--- config.mk ---
export PLATFORM = sky130hd
export DESIGN_NAME = i2c_slave_xfer
export DESIGN_NICKNAME = d
export VERILOG_FILES = /design/src/i2c_slave_pkg.sv /design/src/i2c_slave_xfer.sv /design/src/rx_byte_fifo.sv
export SDC_FILE = /design/constraint.sdc
export NUM_CORES = 1
export LEC_CHECK = 0
export BUFFER_PORTS_ARGS = -buffer_cell sky130_fd_sc_hd__buf_2
export CAP_MARGIN = 20
export CORE_MARGIN = 1
export CORE_UTILIZATION = 39
export DETAILED_ROUTE_END_ITERATION = 16
export PLACE_DENSITY_LB_ADDON = 0.1
export SYNTH_ARGS = -nofsm -noshare
export SYNTH_HDL_FRONTEND = slang
export SYNTH_SLANG_ARGS = --single-unit
--- constraint.sdc ---
create_clock -name clk_i -period 3.95 [get_ports clk_i]
set_input_delay 0.79 -clock clk_i [delete_from_list [all_inputs] [get_ports clk_i]]
set_output_delay 0.79 -clock clk_i [all_outputs]
set_load 0.01 [all_outputs]
--- src/i2c_slave_pkg.sv ---
// constants, types and carriers shared by the i2c target block and its testbench
// assumes a 32-bit apb bus at 20 MHz and a sampled (not clocked) i2c link
//
// Overview of operation
// one byte-wide data register; read gives last received byte, write gives next sent. The code reads the oldest unread byte of a 16-byte fifo.
// target answers seven-bit address 0x39 until software programs another own address.
// single write: start, address as receiver acked, one byte acked, then stop.
// single read: start, address as transmitter acked, one byte out, master nacks, stop.
// burst write: every data byte is acknowledged until a stop appears. The code nacks a byte when the 16-byte fifo is full.
// burst read: bytes keep going while master acks; a nack ends data supply.
// master ends burst read by nacking the last byte and then sending stop.
// interrupt flag sets on every completed byte and on every transfer error. The code sets it on data bytes and overflow only; address bytes never set it.
// interrupt flag stays set until software clears it; hardware never clears it.
// writing 0x80 to the interrupt register clears the interrupt flag.
// software writes can never set the interrupt flag.
// interrupt register holds flag in bit 1, enable in bit 0, rest unused.
// enable bit is read/write and gates this block's interrupt.
// software finds the interrupt cause by reading the status bits.
// transmitted bytes leave most significant bit first.
// receive-pending status clears when software reads the data register. The code clears it only when that read takes the last byte in the fifo.
// transmit-wanted status clears when software writes the data register.
// interrupt output is high only while flag and enable are both set.

package i2c_slave_pkg;

	// ----------------------------------------------------------------
	// register map (byte addresses)
	// ----------------------------------------------------------------
	localparam logic [31:0] ADDR_OWN  = 32'h50003804;
	localparam logic [31:0] ADDR_STAT = 32'h50003808;
	localparam logic [31:0] ADDR_BUF  = 32'h5000380C;
	localparam logic [31:0] ADDR_INT  = 32'h5000381C;

	// ----------------------------------------------------------------
	// fields and reset values
	// ----------------------------------------------------------------
	localparam logic [6:0] OWN_ADDR_RST = 7'h39;
	localparam logic [7:0] INT_CLR_VAL = 8'h80;
	localparam int INT_FLAG_BIT = 1;
	localparam int INT_EN_BIT = 0;
	localparam int STAT_RXP_BIT = 0;
	localparam int STAT_TXW_BIT = 1;
	localparam int STAT_SEDFIN_BIT = 2;
	localparam int STAT_RECFIN_BIT = 3;
	localparam int STAT_BUSY_BIT = 4;
	localparam int BYTE_W = 8;
	localparam int RX_FIFO_DEPTH = 16;
	localparam logic [3:0] BITS_PER_BYTE = 4'h8;

	// ----------------------------------------------------------------
	// link sequencer states
	// ----------------------------------------------------------------
	typedef enum logic [2:0] {
		ST_IDLE = 3'b000,
		ST_ADDR = 3'b001,
		ST_AACK = 3'b010,
		ST_RX   = 3'b011,
		ST_RACK = 3'b100,
		ST_TX   = 3'b101,
		ST_MACK = 3'b110,
		ST_HOLD = 3'b111
	} link_state_t;

	// ----------------------------------------------------------------
	// carriers
	// ----------------------------------------------------------------
	typedef struct packed {
		logic psel;
		logic penable;
		logic pwrite;
		logic [31:0] paddr;
		logic [31:0] pwdata;
	} apb_req_t;

	typedef struct packed {
		logic [31:0] prdata;
		logic pready;
		logic pslverr;
	} apb_rsp_t;

	typedef struct packed {
		logic scl;
		logic sda;
	} i2c_pin_in_t;

	typedef struct packed {
		logic scl;
		logic scl_oe_n;
		logic sda;
		logic sda_oe_n;
	} i2c_pin_out_t;

endpackage : i2c_slave_pkg

--- src/i2c_slave_xfer.sv ---
// i2c target: byte sequencing, data register, status and interrupt flag over apb
// assumes scl/sda come straight from pins; the bench resolves the open-drain wires
`timescale 1ns/1ps
`default_nettype none

module i2c_slave_xfer
	import i2c_slave_pkg::*;
(
	// clock and reset
	input wire logic clk_i,
	input wire logic rst_n_i,
	// apb register port
	input wire apb_req_t apb_req_i,
	output var apb_rsp_t apb_rsp_o,
	// i2c pins
	input wire i2c_pin_in_t i2c_in_i,
	output var i2c_pin_out_t i2c_out_o,
	// interrupt
	output logic irq_o
);

	typedef struct packed {
		logic scl_meta;
		logic scl_sync;
		logic scl_prev;
		logic sda_meta;
		logic sda_sync;
		logic sda_prev;
		link_state_t st;
		logic [3:0] cnt;
		logic [7:0] sh;
		logic rw;
		logic acked;
		logic sda_drv;
		logic scl_drv;
		logic [7:0] tx_byte;
		logic tx_want;
		logic recfin;
		logic sedfin;
		logic busy;
		logic [6:0] own_addr;
		logic own_set;
		logic flag;
		logic en;
		logic [31:0] prdata;
		logic pready;
		logic pslverr;
		logic irq;
	} state_t;

	state_t q;
	state_t d;

	logic scl_rise;
	logic scl_fall;
	logic start_seen;
	logic stop_seen;
	logic apb_setup;
	logic apb_acc;
	logic hw_set;
	logic push;
	logic pop;
	logic fifo_in_ready;
	logic fifo_out_valid;
	logic [7:0] fifo_out_data;

	// ----------------------------------------------------------------
	// bus condition detection on synchronised pins
	// ----------------------------------------------------------------
	// only the second and third stages are looked at; the first may be metastable
	assign scl_rise = q.scl_sync & ~q.scl_prev;
	assign scl_fall = ~q.scl_sync & q.scl_prev;
	assign start_seen = q.scl_sync & q.scl_prev & q.sda_prev & ~q.sda_sync;
	assign stop_seen = q.scl_sync & q.scl_prev & ~q.sda_prev & q.sda_sync;
	assign apb_setup = apb_req_i.psel & ~apb_req_i.penable;
	assign apb_acc = apb_req_i.psel & apb_req_i.penable & q.pready;

	// ----------------------------------------------------------------
	// received bytes wait here for software
	// ----------------------------------------------------------------
	rx_byte_fifo #(
		.WIDTH(BYTE_W),
		.DEPTH(RX_FIFO_DEPTH)
	) u_rx_fifo (
		.clk_i(clk_i),
		.rst_n_i(rst_n_i),
		.in_valid_i(push),
		.in_ready_o(fifo_in_ready),
		.in_data_i(q.sh),
		.out_valid_o(fifo_out_valid),
		.out_ready_i(pop),
		.out_data_o(fifo_out_data)
	);

	// ----------------------------------------------------------------
	// next-state logic
	// ----------------------------------------------------------------
	always_comb begin
		d = q;
		hw_set = 1'b0;
		push = 1'b0;
		pop = 1'b0;
		d.scl_meta = i2c_in_i.scl;
		d.scl_sync = q.scl_meta;
		d.scl_prev = q.scl_sync;
		d.sda_meta = i2c_in_i.sda;
		d.sda_sync = q.sda_meta;
		d.sda_prev = q.sda_sync;

		// apb setup phase: decode and latch read data, answer in access phase
		d.pready = apb_setup;
		d.pslverr = 1'b0;
		if (apb_setup) begin
			d.prdata = 32'h00000000;
			case (apb_req_i.paddr)
				// read side of data register
				ADDR_BUF: d.prdata[7:0] = fifo_out_data;
				// flag bit 1, enable bit 0
				ADDR_INT: begin
					d.prdata[INT_FLAG_BIT] = q.flag;
					d.prdata[INT_EN_BIT] = q.en;
				end
				// status shows the interrupt cause
				ADDR_STAT: begin
					d.prdata[STAT_RXP_BIT] = fifo_out_valid;
					d.prdata[STAT_TXW_BIT] = q.tx_want;
					d.prdata[STAT_SEDFIN_BIT] = q.sedfin;
					d.prdata[STAT_RECFIN_BIT] = q.recfin;
					d.prdata[STAT_BUSY_BIT] = q.busy;
				end
				ADDR_OWN: d.prdata[6:0] = q.own_addr;
				default: d.pslverr = 1'b1;
			endcase
		end

		// apb access phase: writes and read side effects take effect here
		if (apb_acc && apb_req_i.pwrite) begin
			case (apb_req_i.paddr)
				// writing the byte withdraws the request
				ADDR_BUF: begin
					d.tx_byte = apb_req_i.pwdata[7:0];
					d.tx_want = 1'b0;
				end
				ADDR_INT: begin
					// enable is plain read/write
					d.en = apb_req_i.pwdata[INT_EN_BIT];
					// clear by 0x80; R11: no write path sets it
					if (apb_req_i.pwdata[7:0] == INT_CLR_VAL) begin
						d.flag = 1'b0;
					end
				end
				ADDR_STAT: begin
					if (apb_req_i.pwdata[STAT_RECFIN_BIT]) begin
						d.recfin = 1'b0;
					end
					if (apb_req_i.pwdata[STAT_SEDFIN_BIT]) begin
						d.sedfin = 1'b0;
					end
				end
				ADDR_OWN: begin
					d.own_addr = apb_req_i.pwdata[6:0];
					d.own_set = 1'b1;
				end
				default: ;
			endcase
		end
		// read of the data register pops the pending byte
		if (apb_acc && !apb_req_i.pwrite && apb_req_i.paddr == ADDR_BUF) begin
			pop = 1'b1;
		end

		// link sequencer; placed after apb so hardware sets win over clears
		case (q.st)
			ST_IDLE: ;
			ST_ADDR: begin
				if (scl_rise) begin
					d.sh = {q.sh[6:0], q.sda_sync};
					d.cnt = q.cnt + 4'h1;
				end
				if (scl_fall && q.cnt == BITS_PER_BYTE) begin
					// own address match; a full fifo refuses a write
					if (q.sh[7:1] == q.own_addr && (q.sh[0] || fifo_in_ready)) begin
						d.sda_drv = 1'b1;
						d.st = ST_AACK;
						d.rw = q.sh[0];
						d.tx_want = q.sh[0];
					end else begin
						d.st = ST_IDLE;
						d.busy = 1'b0;
					end
				end
			end
			ST_AACK: begin
				// address ack ends, then data phase
				if (scl_fall) begin
					d.sda_drv = 1'b0;
					d.cnt = 4'h0;
					if (q.rw) begin
						d.st = ST_HOLD;
						d.scl_drv = 1'b1;
					end else begin
						d.st = ST_RX;
					end
				end
			end
			ST_RX: begin
				if (scl_rise) begin
					d.sh = {q.sh[6:0], q.sda_sync};
					d.cnt = q.cnt + 4'h1;
				end
				if (scl_fall && q.cnt == BITS_PER_BYTE) begin
					// byte done or overflow error both raise the flag
					hw_set = 1'b1;
					if (fifo_in_ready) begin
						// acknowledge every accepted byte
						push = 1'b1;
						d.sda_drv = 1'b1;
						d.st = ST_RACK;
					end else begin
						d.st = ST_IDLE;
					end
				end
			end
			ST_RACK: begin
				if (scl_fall) begin
					d.sda_drv = 1'b0;
					d.cnt = 4'h0;
					d.st = ST_RX;
				end
			end
			ST_HOLD: begin
				// clock stretched until software supplies the byte
				if (!q.tx_want) begin
					// most significant bit goes first
					d.sh = q.tx_byte;
					d.sda_drv = ~q.tx_byte[7];
					d.scl_drv = 1'b0;
					d.cnt = 4'h0;
					d.st = ST_TX;
				end
			end
			ST_TX: begin
				if (scl_rise) begin
					d.cnt = q.cnt + 4'h1;
				end
				if (scl_fall) begin
					if (q.cnt == BITS_PER_BYTE) begin
						d.sda_drv = 1'b0;
						d.st = ST_MACK;
					end else begin
						d.sh = {q.sh[6:0], 1'b0};
						d.sda_drv = ~q.sh[6];
					end
				end
			end
			ST_MACK: begin
				if (scl_rise) begin
					// sent byte completes at the master's ack bit
					hw_set = 1'b1;
					d.acked = ~q.sda_sync;
					d.tx_want = ~q.sda_sync;
				end
				if (scl_fall) begin
					// ack asks for more, nack ends supply
					d.cnt = 4'h0;
					if (q.acked) begin
						d.st = ST_HOLD;
						d.scl_drv = 1'b1;
					end else begin
						d.st = ST_IDLE;
					end
				end
			end
			default: d.st = ST_IDLE;
		endcase

		// start and stop override the sequencer in any state
		if (start_seen) begin
			d.st = ST_ADDR;
			d.cnt = 4'h0;
			d.sda_drv = 1'b0;
			d.scl_drv = 1'b0;
			d.busy = 1'b1;
		end
		if (stop_seen) begin
			d.st = ST_IDLE;
			d.sda_drv = 1'b0;
			d.scl_drv = 1'b0;
			d.busy = 1'b0;
			d.tx_want = 1'b0;
			if (q.busy && q.st != ST_ADDR) begin
				d.recfin = q.recfin | ~q.rw;
				d.sedfin = q.sedfin | q.rw;
			end
		end

		// only the 0x80 write above ever clears the flag
		if (hw_set) begin
			d.flag = 1'b1;
		end
		// request follows flag and enable
		d.irq = d.flag & d.en;
	end

	// ----------------------------------------------------------------
	// state register
	// ----------------------------------------------------------------
	always_ff @(posedge clk_i or negedge rst_n_i) begin
		if (!rst_n_i) begin
			q <= '0;
			q.scl_meta <= 1'b1;
			q.scl_sync <= 1'b1;
			q.scl_prev <= 1'b1;
			q.sda_meta <= 1'b1;
			q.sda_sync <= 1'b1;
			q.sda_prev <= 1'b1;
			q.st <= ST_IDLE;
			q.own_addr <= OWN_ADDR_RST;
		end else begin
			q <= d;
		end
	end

	// ----------------------------------------------------------------
	// outputs, all from the state register
	// ----------------------------------------------------------------
	assign apb_rsp_o = '{prdata: q.prdata, pready: q.pready, pslverr: q.pslverr};
	// pins only ever pull low; enable is active low
	assign i2c_out_o = '{scl: 1'b0, scl_oe_n: ~q.scl_drv, sda: 1'b0, sda_oe_n: ~q.sda_drv};
	assign irq_o = q.irq;

	logic clr_wr;
	assign clr_wr = apb_acc && apb_req_i.pwrite && apb_req_i.paddr == ADDR_INT
		&& apb_req_i.pwdata[7:0] == INT_CLR_VAL;
endmodule : i2c_slave_xfer

`default_nettype wire

--- src/rx_byte_fifo.sv ---
// first-in first-out byte store between the link receiver and the data register
// assumes one clock, depth a power of two, producer honours in_ready_o
`timescale 1ns/1ps
`default_nettype none

module rx_byte_fifo #(
	parameter int WIDTH = 8,
	parameter int DEPTH = 16
) (
	// clock and reset
	input wire logic clk_i,
	input wire logic rst_n_i,
	// fill side
	input wire logic in_valid_i,
	output logic in_ready_o,
	input wire logic [WIDTH-1:0] in_data_i,
	// drain side
	output logic out_valid_o,
	input wire logic out_ready_i,
	output logic [WIDTH-1:0] out_data_o
);

	localparam int AW = $clog2(DEPTH);

	typedef struct packed {
		logic [AW-1:0] wp;
		logic [AW-1:0] rp;
		logic [AW:0] cnt;
	} fifo_state_t;

	fifo_state_t q;
	fifo_state_t d;
	logic [WIDTH-1:0] mem [DEPTH];
	logic wr;
	logic rd;

	// ----------------------------------------------------------------
	// flags and handshakes
	// ----------------------------------------------------------------
	assign in_ready_o = (q.cnt != (AW+1)'(DEPTH));
	assign out_valid_o = (q.cnt != '0);
	assign out_data_o = mem[q.rp];
	assign wr = in_valid_i & in_ready_o;
	assign rd = out_valid_o & out_ready_i;

	// pointer and count update; simultaneous push and pop keeps the count
	always_comb begin
		d = q;
		if (wr) begin
			d.wp = q.wp + 1'b1;
		end
		if (rd) begin
			d.rp = q.rp + 1'b1;
		end
		if (wr && !rd) begin
			d.cnt = q.cnt + 1'b1;
		end else if (rd && !wr) begin
			d.cnt = q.cnt - 1'b1;
		end
	end

	always_ff @(posedge clk_i or negedge rst_n_i) begin
		if (!rst_n_i) begin
			q <= '0;
		end else begin
			q <= d;
		end
	end

	// storage has no reset; empty flag masks stale words
	always_ff @(posedge clk_i) begin
		if (wr) begin
			mem[q.wp] <= in_data_i;
		end
	end

endmodule : rx_byte_fifo

`default_nettype wire

Word-level counts from Yosys, hierarchy flattened
Memory sizes are Yosys's and may differ from the RTL's.
Cells that the tools add are included.
{ "op_classes": {"n_addsub": 5, "eq_ne": 38, "n_mux": 72, "reduce_logical": 33, "bitwise_logic": 25} }
{ "ops": {"columns": ["operator", "count"], "rows": [
  ["32-bit by 31-bit == test with 1-bit output, second input constant", 4],
  ["7-bit one-hot mux with 7 select lines", 1],
  ["4-bit inequality test, second input constant", 12],
  ["1-bit two-way mux", 33],
  ["7-bit two-way mux", 4],
  ["3-bit two-way mux", 9],
  ["8-bit one-hot mux with 3 select lines", 1],
  ["2-bit two-way mux", 9],
  ["3-bit inequality test, second input constant", 6],
  ["9-bit AND reduction", 2],
  ["8-bit two-way mux", 2],
  ["8-bit nonzero test", 2],
  ["15-bit two-way mux", 1],
  ["1-bit bitwise AND", 13],
  ["4-bit by 1-bit adder with 4-bit output, second input constant", 3],
  ["3-bit == test, second input constant", 4],
  ["12-bit two-way mux", 1],
  ["6-bit AND reduction", 2],
  ["5-bit two-way mux", 2],
  ["1-bit inverter", 10],
  ["5-bit nonzero test", 2],
  ["3-bit one-hot mux with 3 select lines", 1],
  ["3-bit nonzero test", 3],
  ["9-bit nonzero test", 1],
  ["other kinds (27)", 45]
]} }
{ "word_totals": {"in_bits": 71, "n_memories": 1, "mem_bits_rw": 128, "regBits": 70, "out_inout_bits": 39, "wordCells": 202} }
{ "memory_table": {"columns": ["memory", "words", "word_bits", "rd", "rd_clocked_by_memory_dff", "wr", "line_no", "source"], "rows": [
  ["u_rx_fifo.mem", 16, 8, 1, 0, 1, "rx_byte_fifo.sv:33", "logic [WIDTH-1:0] mem [DEPTH];"]
]} }

Depth between registers and ports, before layout
Gate-level depths: netlist (run 1).
{ "logic_depth": {"depth_word": 10, "mapped_depth": 13, "ltp_nobuf": 13} }

Cells and area by module
From an unflattened synthesis (run 1), not the netlist that was laid out.
{ "hier_totals": {"cells_unflattened": 657, "area_unflattened_um2": 9161.3} }
{ "modules_own_cells": {"columns": ["mod", "n_inst", "cells_each", "area_per_inst_um2", "seq_area_each_um2"], "rows": [
  ["rx_byte_fifo", 1, 318, 5824.3, 4169.0],
  ["i2c_slave_xfer", 1, 339, 3337.0, 1438.9]
]} }

Worst setup path before layout (run 1)
OpenSTA, ideal clock, no wires.
{ "synth_path": {"path_kind": "input -> register", "startpoint": "in apb_req_i[59] (netlist name)", "endpoint": "reg u_rx_fifo.q[4] (netlist name)", "stages": 13, "arrival_time_ns": 3.230, "required_time_ns": 3.816, "setup_time_ns": 0.134, "path_slack_ns": 0.587, "path_buffers": 0, "path_cell_list": "nor4bb_1 and4_1 nand3_1 nor4_4 inv_1 ha_1 inv_1 ha_1 a21o_1 a21oi_1 xnor2_1 nor2_1 xor2_1"} }
{ "synth_via": {"elab_chain_cells": 7, "elab_cells_between_ends": 9, "cone_classes": "eq/ne: 1; mux: 2; bitwise: 1; reduce/logical: 5"} }
{ "synth_lines": {"columns": ["item", "line_no", "source"], "rows": [
  ["start: declaration", "i2c_slave_xfer.sv:13", "input wire apb_req_t apb_req_i,"],
  ["32-bit by 31-bit == test with 1-bit output *", "i2c_slave_xfer.sv:168", "if (apb_acc && !apb_req_i.pwrite && apb_req_i.paddr == ADDR_BUF) begin"],
  ["1-bit logical AND *", "i2c_slave_xfer.sv:168", null],
  ["1-bit two-way mux *", "i2c_slave_xfer.sv:168", null],
  ["1-bit bitwise AND *", "rx_byte_fifo.sv:44", "assign rd = out_valid_o & out_ready_i;"],
  ["1-bit logical NOT", "rx_byte_fifo.sv:55", "if (wr && !rd) begin"],
  ["1-bit logical AND", "rx_byte_fifo.sv:55", null],
  ["5-bit two-way mux or 2-bit nonzero test (tied branches)", null, null],
  ["end signal: assignment", "rx_byte_fifo.sv:64", "q <= '0;"],
  ["end signal: assignment", "rx_byte_fifo.sv:66", "q <= d;"],
  ["end: declaration", "rx_byte_fifo.sv:31", "fifo_state_t q;"]
]} }
Mark *: on every way between the ends. The rest lies on a longest branch, timed or not.
A chain may end at the register's enable or synchronous reset.

Worst setup path after layout (run 1)
{ "layout_path": {"startpoint": "reg q[69] (netlist name)", "endpoint": "reg u_rx_fifo.q[4] (netlist name)"} }
{ "layout_via": {"elab_chain_cells": 8, "elab_cells_between_ends": 10, "cone_classes": "eq/ne: 1; mux: 3; bitwise: 1; reduce/logical: 5"} }
{ "layout_lines": {"columns": ["item", "line_no", "source"], "rows": [
  ["start: declaration", "i2c_slave_xfer.sv:51", "state_t q;"],
  ["4-bit == test *", "i2c_slave_xfer.sv:211", "if (scl_fall && q.cnt == BITS_PER_BYTE) begin"],
  ["1-bit logical AND *", "i2c_slave_xfer.sv:211", null],
  ["1-bit two-way mux *", "i2c_slave_xfer.sv:211", null],
  ["1-bit two-way mux *", "i2c_slave_xfer.sv:173", "case (q.st)"],
  ["1-bit bitwise AND *", "rx_byte_fifo.sv:43", "assign wr = in_valid_i & in_ready_o;"],
  ["net u_rx_fifo.wr", "rx_byte_fifo.sv:34", "logic wr;"],
  ["1-bit logical NOT", "rx_byte_fifo.sv:57", "end else if (rd && !wr) begin"],
  ["1-bit logical AND", "rx_byte_fifo.sv:57", null],
  ["2-bit nonzero test (no line)", null, null]
]} }
The timed path passes the listed nets; every way through them passes the cells marked *.

==> summary.txt, run 1 <==
status -> complete, no violations
power consumption -> 4.64 mW
initial antenna violation count -> 0
Crit path depth -> 13
WP data arrival -> 3.53 ns
Routed Antenna Nets -> 0
Reg2Reg Depth -> 13
Post-synth top flop -> edfxtp_1
Comb pwr share -> 11.8%
Final period util -> 82.1%
worst hold path class -> register to register
number of global-route vias before repair -> 5,310
Syn Std Cell Area -> 9080 µm²
drt initial violations -> 373
TNS Setup -> 0 ns
Die Area -> 23,900 µm²
clock-pin transition on the worst setup and hold timing paths -> 0.07 ns
Worst VDD drop -> 0.267 mV
cells after synthesis -> 633
Final #Nets -> 782
Max stage delay cell, worst path -> a2111oi_4
clk_skew -> 0.0115 ns
# DRC -> 0
Fillers -> 2,005
# IOs -> 110
measured slew at the worst slew-check pin -> 1.04 ns
TritonCTS sink count -> 198
share of cells above drive strength 1 -> 24.9%
Yosys reg bits -> 198
height of the die -> 155 µm
Crit Path Category -> register to register
routability cong. -> 0.771
gr usage total -> 17.3%
pwr/cell area -> 455 nW/µm²
# Post-CTS Setup Buffers -> 0
TritonCTS Buffers -> 17
WL final -> 19,600 µm
critical path cell sequence -> inv_1 > ha_1 > and3b_1 > nand2_1 > a2111oi_4 > ha_1 > inv_1 > ha_1 > a21o_1 > a21oi_1 > xnor2_1 > nor2_1 > xor2_1
Final setup viols -> 0
clock buffer depth -> 2
CTS tree -> done
Max Freq -> 0.308 GHz
H-tree depth -> 4
Post-synth EDFFs -> 128
Via Count -> 5,330
CP most frequent cell -> ha_1
first-pass GRT wire length -> 30,600 µm
Unique masters post-synth -> 73
port bufs -> 59
Pins Over Slew Limit -> 0
Post-CTS Resized -> 0
num rows -> 55
Layout area overhead -> 12.4%
leakage power -> 3.62 nW
largest net degree at the start of global routing -> 71
Sequential Area -> 5610 µm²
GRT overflow -> 0
Mapped Avg Cell Area -> 14.3 µm²
Max stage delay on crit path -> 0.57 ns
Worst Path Required -> 4.24 ns
First-pass DRT Iterations -> 6
Multi-input gate area -> 3100 µm²
CP Max Fanout -> 9
hold_buf cts -> 0
share of flip-flops with an asynchronous set or reset -> 35.4%
Crit. End Element -> register
Internal -> 3.45 mW
sw frac -> 25.7%
Util after Layout -> 44.9%
hold depth -> 0
Initial Util -> 40.0%
Switch Pwr -> 1.19 mW
root buf cell -> clkbuf_16
Clk pwr share -> 36.7%
startpoint types -> register
Final Hold Fails -> 0
Worst path top cell family by delay -> compound AO/OA/AOI/OAI gates
drt via density -> 5.35
minimum hold slack -> 0.357 ns
Yosys Warn Count -> 0
register area share after synthesis -> 61.8%
number of max-cap violations -> 0
Antenna Cells -> 0
part of the power in registers -> 51.6%
hpwl dp -> 13,600 µm
min Tclk post-route -> 3.24 ns
clock latency on the worst-skew pair -> 0.43 ns
RSZ-0062 raised after global routing -> false
Chip Width -> 155 µm
routed len/inst -> 19.7 µm
CP Buf/Inv Count -> 2
Slew headroom -> 30.4%
core area -> 22,700 µm²
-- routing by layer --
metal  wire (µm)  part of all wire (%)  global-route usage [%]
met5           0                     0                       0
met3         741                   3.8                    3.22
met2        9360                    48                    27.5
met4         256                   1.3                    4.86
met1        9270                    47                    24.3
-- cells in the final DEF, fill, tap and decap left out, types with 8 or more instances in the layout --
cell type,n
ha_1,11
nor2_1,37
nand2_1,41
a22o_1,11
clkbuf_16,18
xnor2_1,12
conb_1,26
nor2b_1,10
mux4_2,25
a21oi_1,11
buf_2,58
dfrtp_1,58
dfstp_2,10
buf_4,21
nand3_1,11
mux2_2,19
edfxtp_1,128
nor3_1,11
xor2_1,8
inv_1,19
a22oi_1,10
mux4_1,10
o21ai_0,32
-- synthesized netlist by cell type (4+ instances only) --
cell type  instances  area (µm²)
a22oi_1           10        75.1
nand2b_1           7        43.8
clkbuf_1          11        41.3
a21o_1             4        30.0
xor2_1             8        70.1
nand4_1            6        37.5
mux4_2            25         563
xnor2_1           12         105
mux4_1            10         263
edfxtp_1         128        3840
nor2_1            37         139
mux2i_1            6        60.1
dfstp_2           10         263
mux2_2            19         214
ha_1              11         138
nand2_1           41         154
nor3_1            11        55.1
nor2b_1           10        62.6
buf_1              4        15.0
nand3_1           11        55.1
a22o_1            11        96.3
a31oi_1            6        37.5
nor4_1             7        43.8
a21oi_1           11        55.1
buf_4             37         278
a221o_1            4        40.0
inv_1             19        71.3
dfrtp_1           60        1500
o21ai_0           32         160
-- final timing paths --
path | startpoint | end | slack, ns
worst max-delay path | q[69] | u_rx_fifo.q[4] | 0.71
worst min-delay path | d[80] | d[79] | 0.36
worst max register to register | q[69] | u_rx_fifo.q[4] | 0.71
worst min register to register | d[80] | d[79] | 0.36
max in group asynchronous | rst_n_i | u_rx_fifo.q[6] | 2.80
min in group asynchronous | rst_n_i | q[53] | 0.48
-- power by group through the flow --
stage	sequential (mW)	combinational [mW]	clock [mW]
2_1_floorplan	2.39	0.421	0
3_3_place_gp	2.43	0.532	0
3_5_place_dp	2.43	0.540	0
4_1_cts	2.39	0.545	1.74
5_1_grt	2.41	0.614	1.83
6_report	2.39	0.546	1.70
-- kinds of logic after synthesis --
| group | synth area share, % |
|---|---|
| DFF | 61.8 |
| and+or+nand+nor | 9.26 |
| AOI/OAI and AO/OA | 8.05 |
| buffers and inverters | 5.13 |
| muxes | 12.1 |
| xor gates and xnor gates | 1.93 |
| adders and majority gates | 1.74 |
| other | 0.0413 |
-- area by class of cell --
class / count / share of cell area, %
Clock buffer: 24 / 5.22
Clock inverter: 8 / 0.552
Inverter: 21 / 0.772
Multi-Input combinational cell: 381 / 30.4
Sequential cell: 198 / 55.0
Tap cell: 285 / 3.49
Timing Repair Buffer: 80 / 4.59
-- sequential cells by signal, summed over array words and instances (netlist names) --
| name | cells |
|---|---|
| u_rx_fifo.mem | 128 |
| q | 42 |
| u_rx_fifo.q | 13 |
| apb_rsp_o | 10 |
| d | 4 |
| irq_o | 1 |
-- stage by stage --
stage                     std cells  instance area, µm²  setup WS (ns)
after CTS                       997               10200          0.678
after floorplan                 658                9180          0.587
after global routing            997               10200          0.433
final                           997               10200          0.707
after global placement          965                9620          0.422
after detailed placement        965                9620          0.394
(Power assumes the default switching activity.)
==> run 2, diff against run 1 <==
==> constraint.sdc (replaced) <==
create_clock -name clk_i -period 2.82 [get_ports clk_i]
set_input_delay 0.564 -clock clk_i [delete_from_list [all_inputs] [get_ports clk_i]]
set_output_delay 0.564 -clock clk_i [all_outputs]
set_load 0.01 [all_outputs]
==> run 2 against run 1 <==
Clock power increased by 46%; clock skew is 0.016 ns higher; non-clock buffer count rose by 32; setup slack got worse by 0.54 ns; register-to-register slack lost 0.54 ns; total power grew 43%; via count rose by 2.5%; core utilization is 1.6 points higher; critical path depth down 1; largest cell class unchanged; highest routed layer unchanged.
==> summary.txt, run 2 (synthesis results as in run 1) <==
status -> complete, no violations
Post-Place Cells -> 996
CP Max Fanout -> 3
number of max-cap violations -> 0
WP data arrival -> 2.95 ns
H-tree depth -> 4
Via Count -> 5,462
post-route insts no fill -> 1,029
CP Buf/Inv Count -> 3
number of global-route vias before repair -> 5,431
Max stage delay cell, worst path -> or4_4
leakage power -> 3.80 nW
# DRC -> 0
Setup WS pre-CTS -> -0.200 ns
height of the die -> 155 µm
Final Worst Setup Slack -> 0.167 ns
Final setup viols -> 0
worst hold path class -> primary input to register
Max Freq -> 0.377 GHz
initial antenna violation count -> 0
port bufs -> 59
Most flops, register -> u_rx_fifo.mem
Final #Nets -> 814
Largest regs -> u_rx_fifo.mem (128), q (42), u_rx_fifo.q (13)
most frequent cells in the layout -> 128 x edfxtp_1, 59 x dfrtp_1, 58 x buf_2, 51 x buf_4, 41 x nand2_1
Die Area -> 23,900 µm²
Crit Path Category -> register to register
routed len/inst -> 19.3 µm
share of cells above drive strength 1 -> 29.2%
TNS Setup -> 0 ns
Layout area overhead -> 16.3%
hpwl dp -> 14,100 µm
Slew headroom -> 40.0%
pwr/cell area -> 628 nW/µm²
drt initial violations -> 279
Final period util -> 94.1%
TritonCTS Buffers -> 17
largest net degree at the start of global routing -> 71
critical path cell sequence -> or4_4 > nor2_4 > nor4_4 > buf_4 > inv_1 > ha_2 > inv_2 > ha_1 > a21o_1 > a21oi_1 > xor2_1 > o21ai_0
Crit. End Element -> register
commonest non-fill, non-tap cell in the layout -> edfxtp_1
Worst Path Required -> 3.12 ns
hold_buf cts -> 0
minimum hold slack -> 0.224 ns
startpoint types -> register
GRT overflow -> 0
TritonCTS sink count -> 198
core area -> 22,700 µm²
clk_skew -> 0.0277 ns
max reg flops -> 128
Antenna Cells -> 0
Worst VDD drop -> 0.390 mV
min Tclk post-route -> 2.65 ns
Worst path top cell family by delay -> simple AND/OR/NAND/NOR gates
First-pass DRT Iterations -> 5
measured slew at the worst slew-check pin -> 0.900 ns
Max stage delay on crit path -> 0.60 ns
clock-pin transition on the worst setup and hold timing paths -> 0.08 ns
first-pass GRT wire length -> 31,200 µm
clock buffer depth -> 2
clock latency on the worst-skew pair -> 0.44 ns
# IOs -> 110
CTS tree -> done
routability cong. -> 0.794
R2R Setup Slk -> 0.17 ns
WL final -> 19,900 µm
num rows -> 55
Chip Width -> 155 µm
root buf cell -> clkbuf_16
Initial Util -> 40.0%
drt via density -> 5.31
Routed Antenna Nets -> 0
gr usage total -> 17.5%
Final Hold Fails -> 0
Pins Over Slew Limit -> 0
-- run 2: area by class of cell --
cell class / count / area [µm²]
clock buffer: 17 / 425
clock inverter: 15 / 198
fill: 1990 / 12100
inverter: 21 / 78.8
multi-input combinational: 381 / 3160
sequential: 198 / 5610
tap: 285 / 357
timing repair buffer: 112 / 733
-- run 2: where the power goes --
part / internal (mW) / switching (mW)
Clock: 1.29 / 1.20
Sequential: 3.20 / 0.117
Combinational: 0.313 / 0.507
-- run 2: path summary, 6_finish.rpt --
path                                 from        endpoint  depth (start not counted)
max                        u_rx_fifo.q[1]  u_rx_fifo.q[3]                         12
min                           i2c_in_i[1]           d[80]                          1
max reg2reg                u_rx_fifo.q[1]  u_rx_fifo.q[3]                         12
min reg2reg                         d[77]           d[76]                          0
max in group asynchronous         rst_n_i  u_rx_fifo.q[5]                          1
min in group asynchronous         rst_n_i           q[47]                          1
-- run 2: per-stage QoR --
step | power (mW) | utilization [%] | cell area (µm²)
2_1_floorplan | 3.94 | - | 9220
4_1_cts | 6.70 | 46.4 | 10500
3_3_place_gp | 4.18 | 43.7 | 9920
5_1_grt | 6.91 | 46.5 | 10600
3_5_place_dp | 4.20 | 43.7 | 9920
6_report | 6.63 | 46.5 | 10600
-- run 2: layer usage --
metal / routed length [µm] / up-vias / track usage, %
li1: - / 2556 / -
met1: 9760 / 2736 / 25.6
met2: 9090 / 154 / 27.0
met3: 830 / 16 / 3.00
met4: 198 / 0 / 4.90
met5: 0 / - / 0
-- run 2: repair_timing --
item,in CTS,in global routing
pin swaps,0,2
endpoints found under the hold margin,0,0
gates resized for setup,1,2
buffers inserted,0,1
setup endpoints to repair,2,2
==> run 3, diff against run 2 <==
--- a/config.mk
+++ b/config.mk
@@ -6,11 +6,12 @@
 export NUM_CORES = 1
 export LEC_CHECK = 0
 export BUFFER_PORTS_ARGS = -buffer_cell sky130_fd_sc_hd__buf_2
-export CAP_MARGIN = 20
+export CAP_MARGIN = 0
 export CORE_MARGIN = 1
 export CORE_UTILIZATION = 39
 export DETAILED_ROUTE_END_ITERATION = 16
 export PLACE_DENSITY_LB_ADDON = 0.1
+export SETUP_SLACK_MARGIN = 0.2
 export SYNTH_ARGS = -nofsm -noshare
 export SYNTH_HDL_FRONTEND = slang
 export SYNTH_SLANG_ARGS = --single-unit
==> run 3 against run 2 <==
First-iteration DRC count grew 33%; die area is the same; sequential power is essentially flat; largest power group unchanged; highest routed layer unchanged.
==> summary.txt, run 3 (synthesis results as in run 1) <==
RSZ-0062 raised after global routing -> true
Final #Nets -> 820
Chip Width -> 155 µm
grt met2 use -> 27.9%
post-route insts no fill -> 1,035
clock-pin transition on the worst setup and hold timing paths -> 0.08 ns
min Tclk post-route -> 2.57 ns
GRT busiest layer -> met2
commonest non-fill, non-tap cell in the layout -> edfxtp_1
measured slew at the worst slew-check pin -> 0.897 ns
Worst Path Required -> 3.12 ns
Crit Path Category -> register to register
Final setup viols -> 0
Layout area overhead -> 16.7%
root buf cell -> clkbuf_16
GRT overflow -> 0
most frequent cells in the layout -> 128 x edfxtp_1, 59 x dfrtp_1, 59 x buf_4, 58 x buf_2, 40 x nand2_1
largest net degree at the start of global routing -> 71
WP data arrival -> 2.88 ns
first-pass GRT wire length -> 31,200 µm
max reg flops -> 128
Routed Antenna Nets -> 0
Most flops, register -> u_rx_fifo.mem
Max stage delay cell, worst path -> or4_4
Crit. End Element -> register
clock buffer depth -> 2
leakage power -> 3.83 nW
Via Count -> 5,548
Worst VDD drop -> 0.347 mV
CP Max Fanout -> 3
num rows -> 55
Initial Util -> 40.0%
power consumption -> 6.56 mW
# IOs -> 110
routed len/inst -> 19.5 µm
core area -> 22,700 µm²
hold_buf cts -> 0
critical path cell sequence -> or4_4 > nor2_4 > nor4_4 > buf_4 > inv_4 > ha_4 > inv_4 > ha_4 > a21o_1 > a21oi_2 > xnor2_1 > nor2_1 > xor2_1
number of global-route vias before repair -> 5,404
worst hold path class -> primary input to register
Pins Over Slew Limit -> 0
port bufs -> 59
drt initial violations -> 370
Max stage delay on crit path -> 0.59 ns
number of max-cap violations -> 0
Max Freq -> 0.389 GHz
met1 Use GR -> 24.8%
Die Area -> 23,900 µm²
WL final -> 20,200 µm
CP Buf/Inv Count -> 3
clk_skew -> 0.0111 ns
clock latency on the worst-skew pair -> 0.43 ns
H-tree depth -> 4
Largest regs -> u_rx_fifo.mem (128), q (42), u_rx_fifo.q (13)
pwr/cell area -> 620 nW/µm²
status -> complete, no violations
TritonCTS sink count -> 198
Worst path top cell family by delay -> simple AND/OR/NAND/NOR gates
routability cong. -> 0.802
Final period util -> 91.2%
drt via density -> 5.36
First-pass DRT Iterations -> 5
hpwl dp -> 14,000 µm
Antenna Cells -> 0
initial antenna violation count -> 0
Final Hold Fails -> 0
share of cells above drive strength 1 -> 30.8%
Post-Place Cells -> 998
gr usage total -> 17.6%
Slew headroom -> 40.2%
height of the die -> 155 µm
startpoint types -> register
TritonCTS Buffers -> 17
grt met3 use -> 2.97%
CTS tree -> done
# DRC -> 0
run 3: what timing repair did:
action | 4_1_cts | 5_1_grt
buffers inserted | 4 | 1
resized for setup | 9 | 6
pin swaps | 5 | 11
setup endpoints to repair | 2 | 38
run 3: final timing paths:
| kind | start | end | slack (ns) | cells past startpoint |
|---|---|---|---|---|
| setup / recovery | u_rx_fifo.q[1] | u_rx_fifo.q[4] | 0.25 | 13 |
| hold / removal | i2c_in_i[1] | d[80] | 0.22 | 1 |
| setup reg to reg | u_rx_fifo.q[1] | u_rx_fifo.q[4] | 0.25 | 13 |
| hold reg to reg | d[80] | d[79] | 0.36 | 0 |
| max in group asynchronous | rst_n_i | u_rx_fifo.q[5] | 1.95 | 1 |
| min in group asynchronous | rst_n_i | q[35] | 0.25 | 1 |
run 3: area by class of cell:
cell class                 count  area (µm²)
timing repair buffer         118         753
fill                        1966       12100
tap                          285         357
clock inverter                13         130
clock buffer                  19         453
sequential                   198        5610
multi-input combinational    381        3210
inverter                      21        83.8
run 3: report_power, final:
| part | leakage, nW | switching, mW | total, mW | internal (mW) |
|---|---|---|---|---|
| clock network | 0.291 | 1.17 | 2.40 | 1.23 |
| registers | 1.87 | 0.108 | 3.31 | 3.20 |
| logic | 1.67 | 0.529 | 0.858 | 0.329 |
run 3: worst register-to-register path: stages (launching register included):
cell	delay (ns)
dfrtp_1	0.38
or4_4	0.59
nor2_4	0.13
nor4_4	0.05
buf_4	0.16
inv_4	0.06
ha_4	0.16
inv_4	0.06
ha_4	0.21
a21o_1	0.18
a21oi_2	0.14
xnor2_1	0.12
nor2_1	0.07
xor2_1	0.13
run 3: metrics by stage:
| stage | hold WS, ns | util, % | instance area [µm²] | setup TNS [ns] | setup slack (ns) |
|---|---|---|---|---|---|
| after floorplan | 0.268 | - | 9220 | -0.120 | -0.0877 |
| after CTS | 0.204 | 46.5 | 10600 | 0 | 0.210 |
| after global routing | 0.212 | 46.7 | 10600 | 0 | 0.104 |
| after detailed placement | 0.348 | 43.6 | 9910 | -0.538 | -0.247 |
| final | 0.220 | 46.7 | 10600 | 0 | 0.248 |
| after global placement | 0.346 | 43.6 | 9910 | -0.329 | -0.181 |
run 3: layer usage:
| metal | up-vias | routed length [µm] |
|---|---|---|
| li1 | 2569 | - |
| met1 | 2799 | 9530 |
| met2 | 160 | 9540 |
| met3 | 20 | 843 |
| met4 | 0 | 261 |
| met5 | - | 0 |
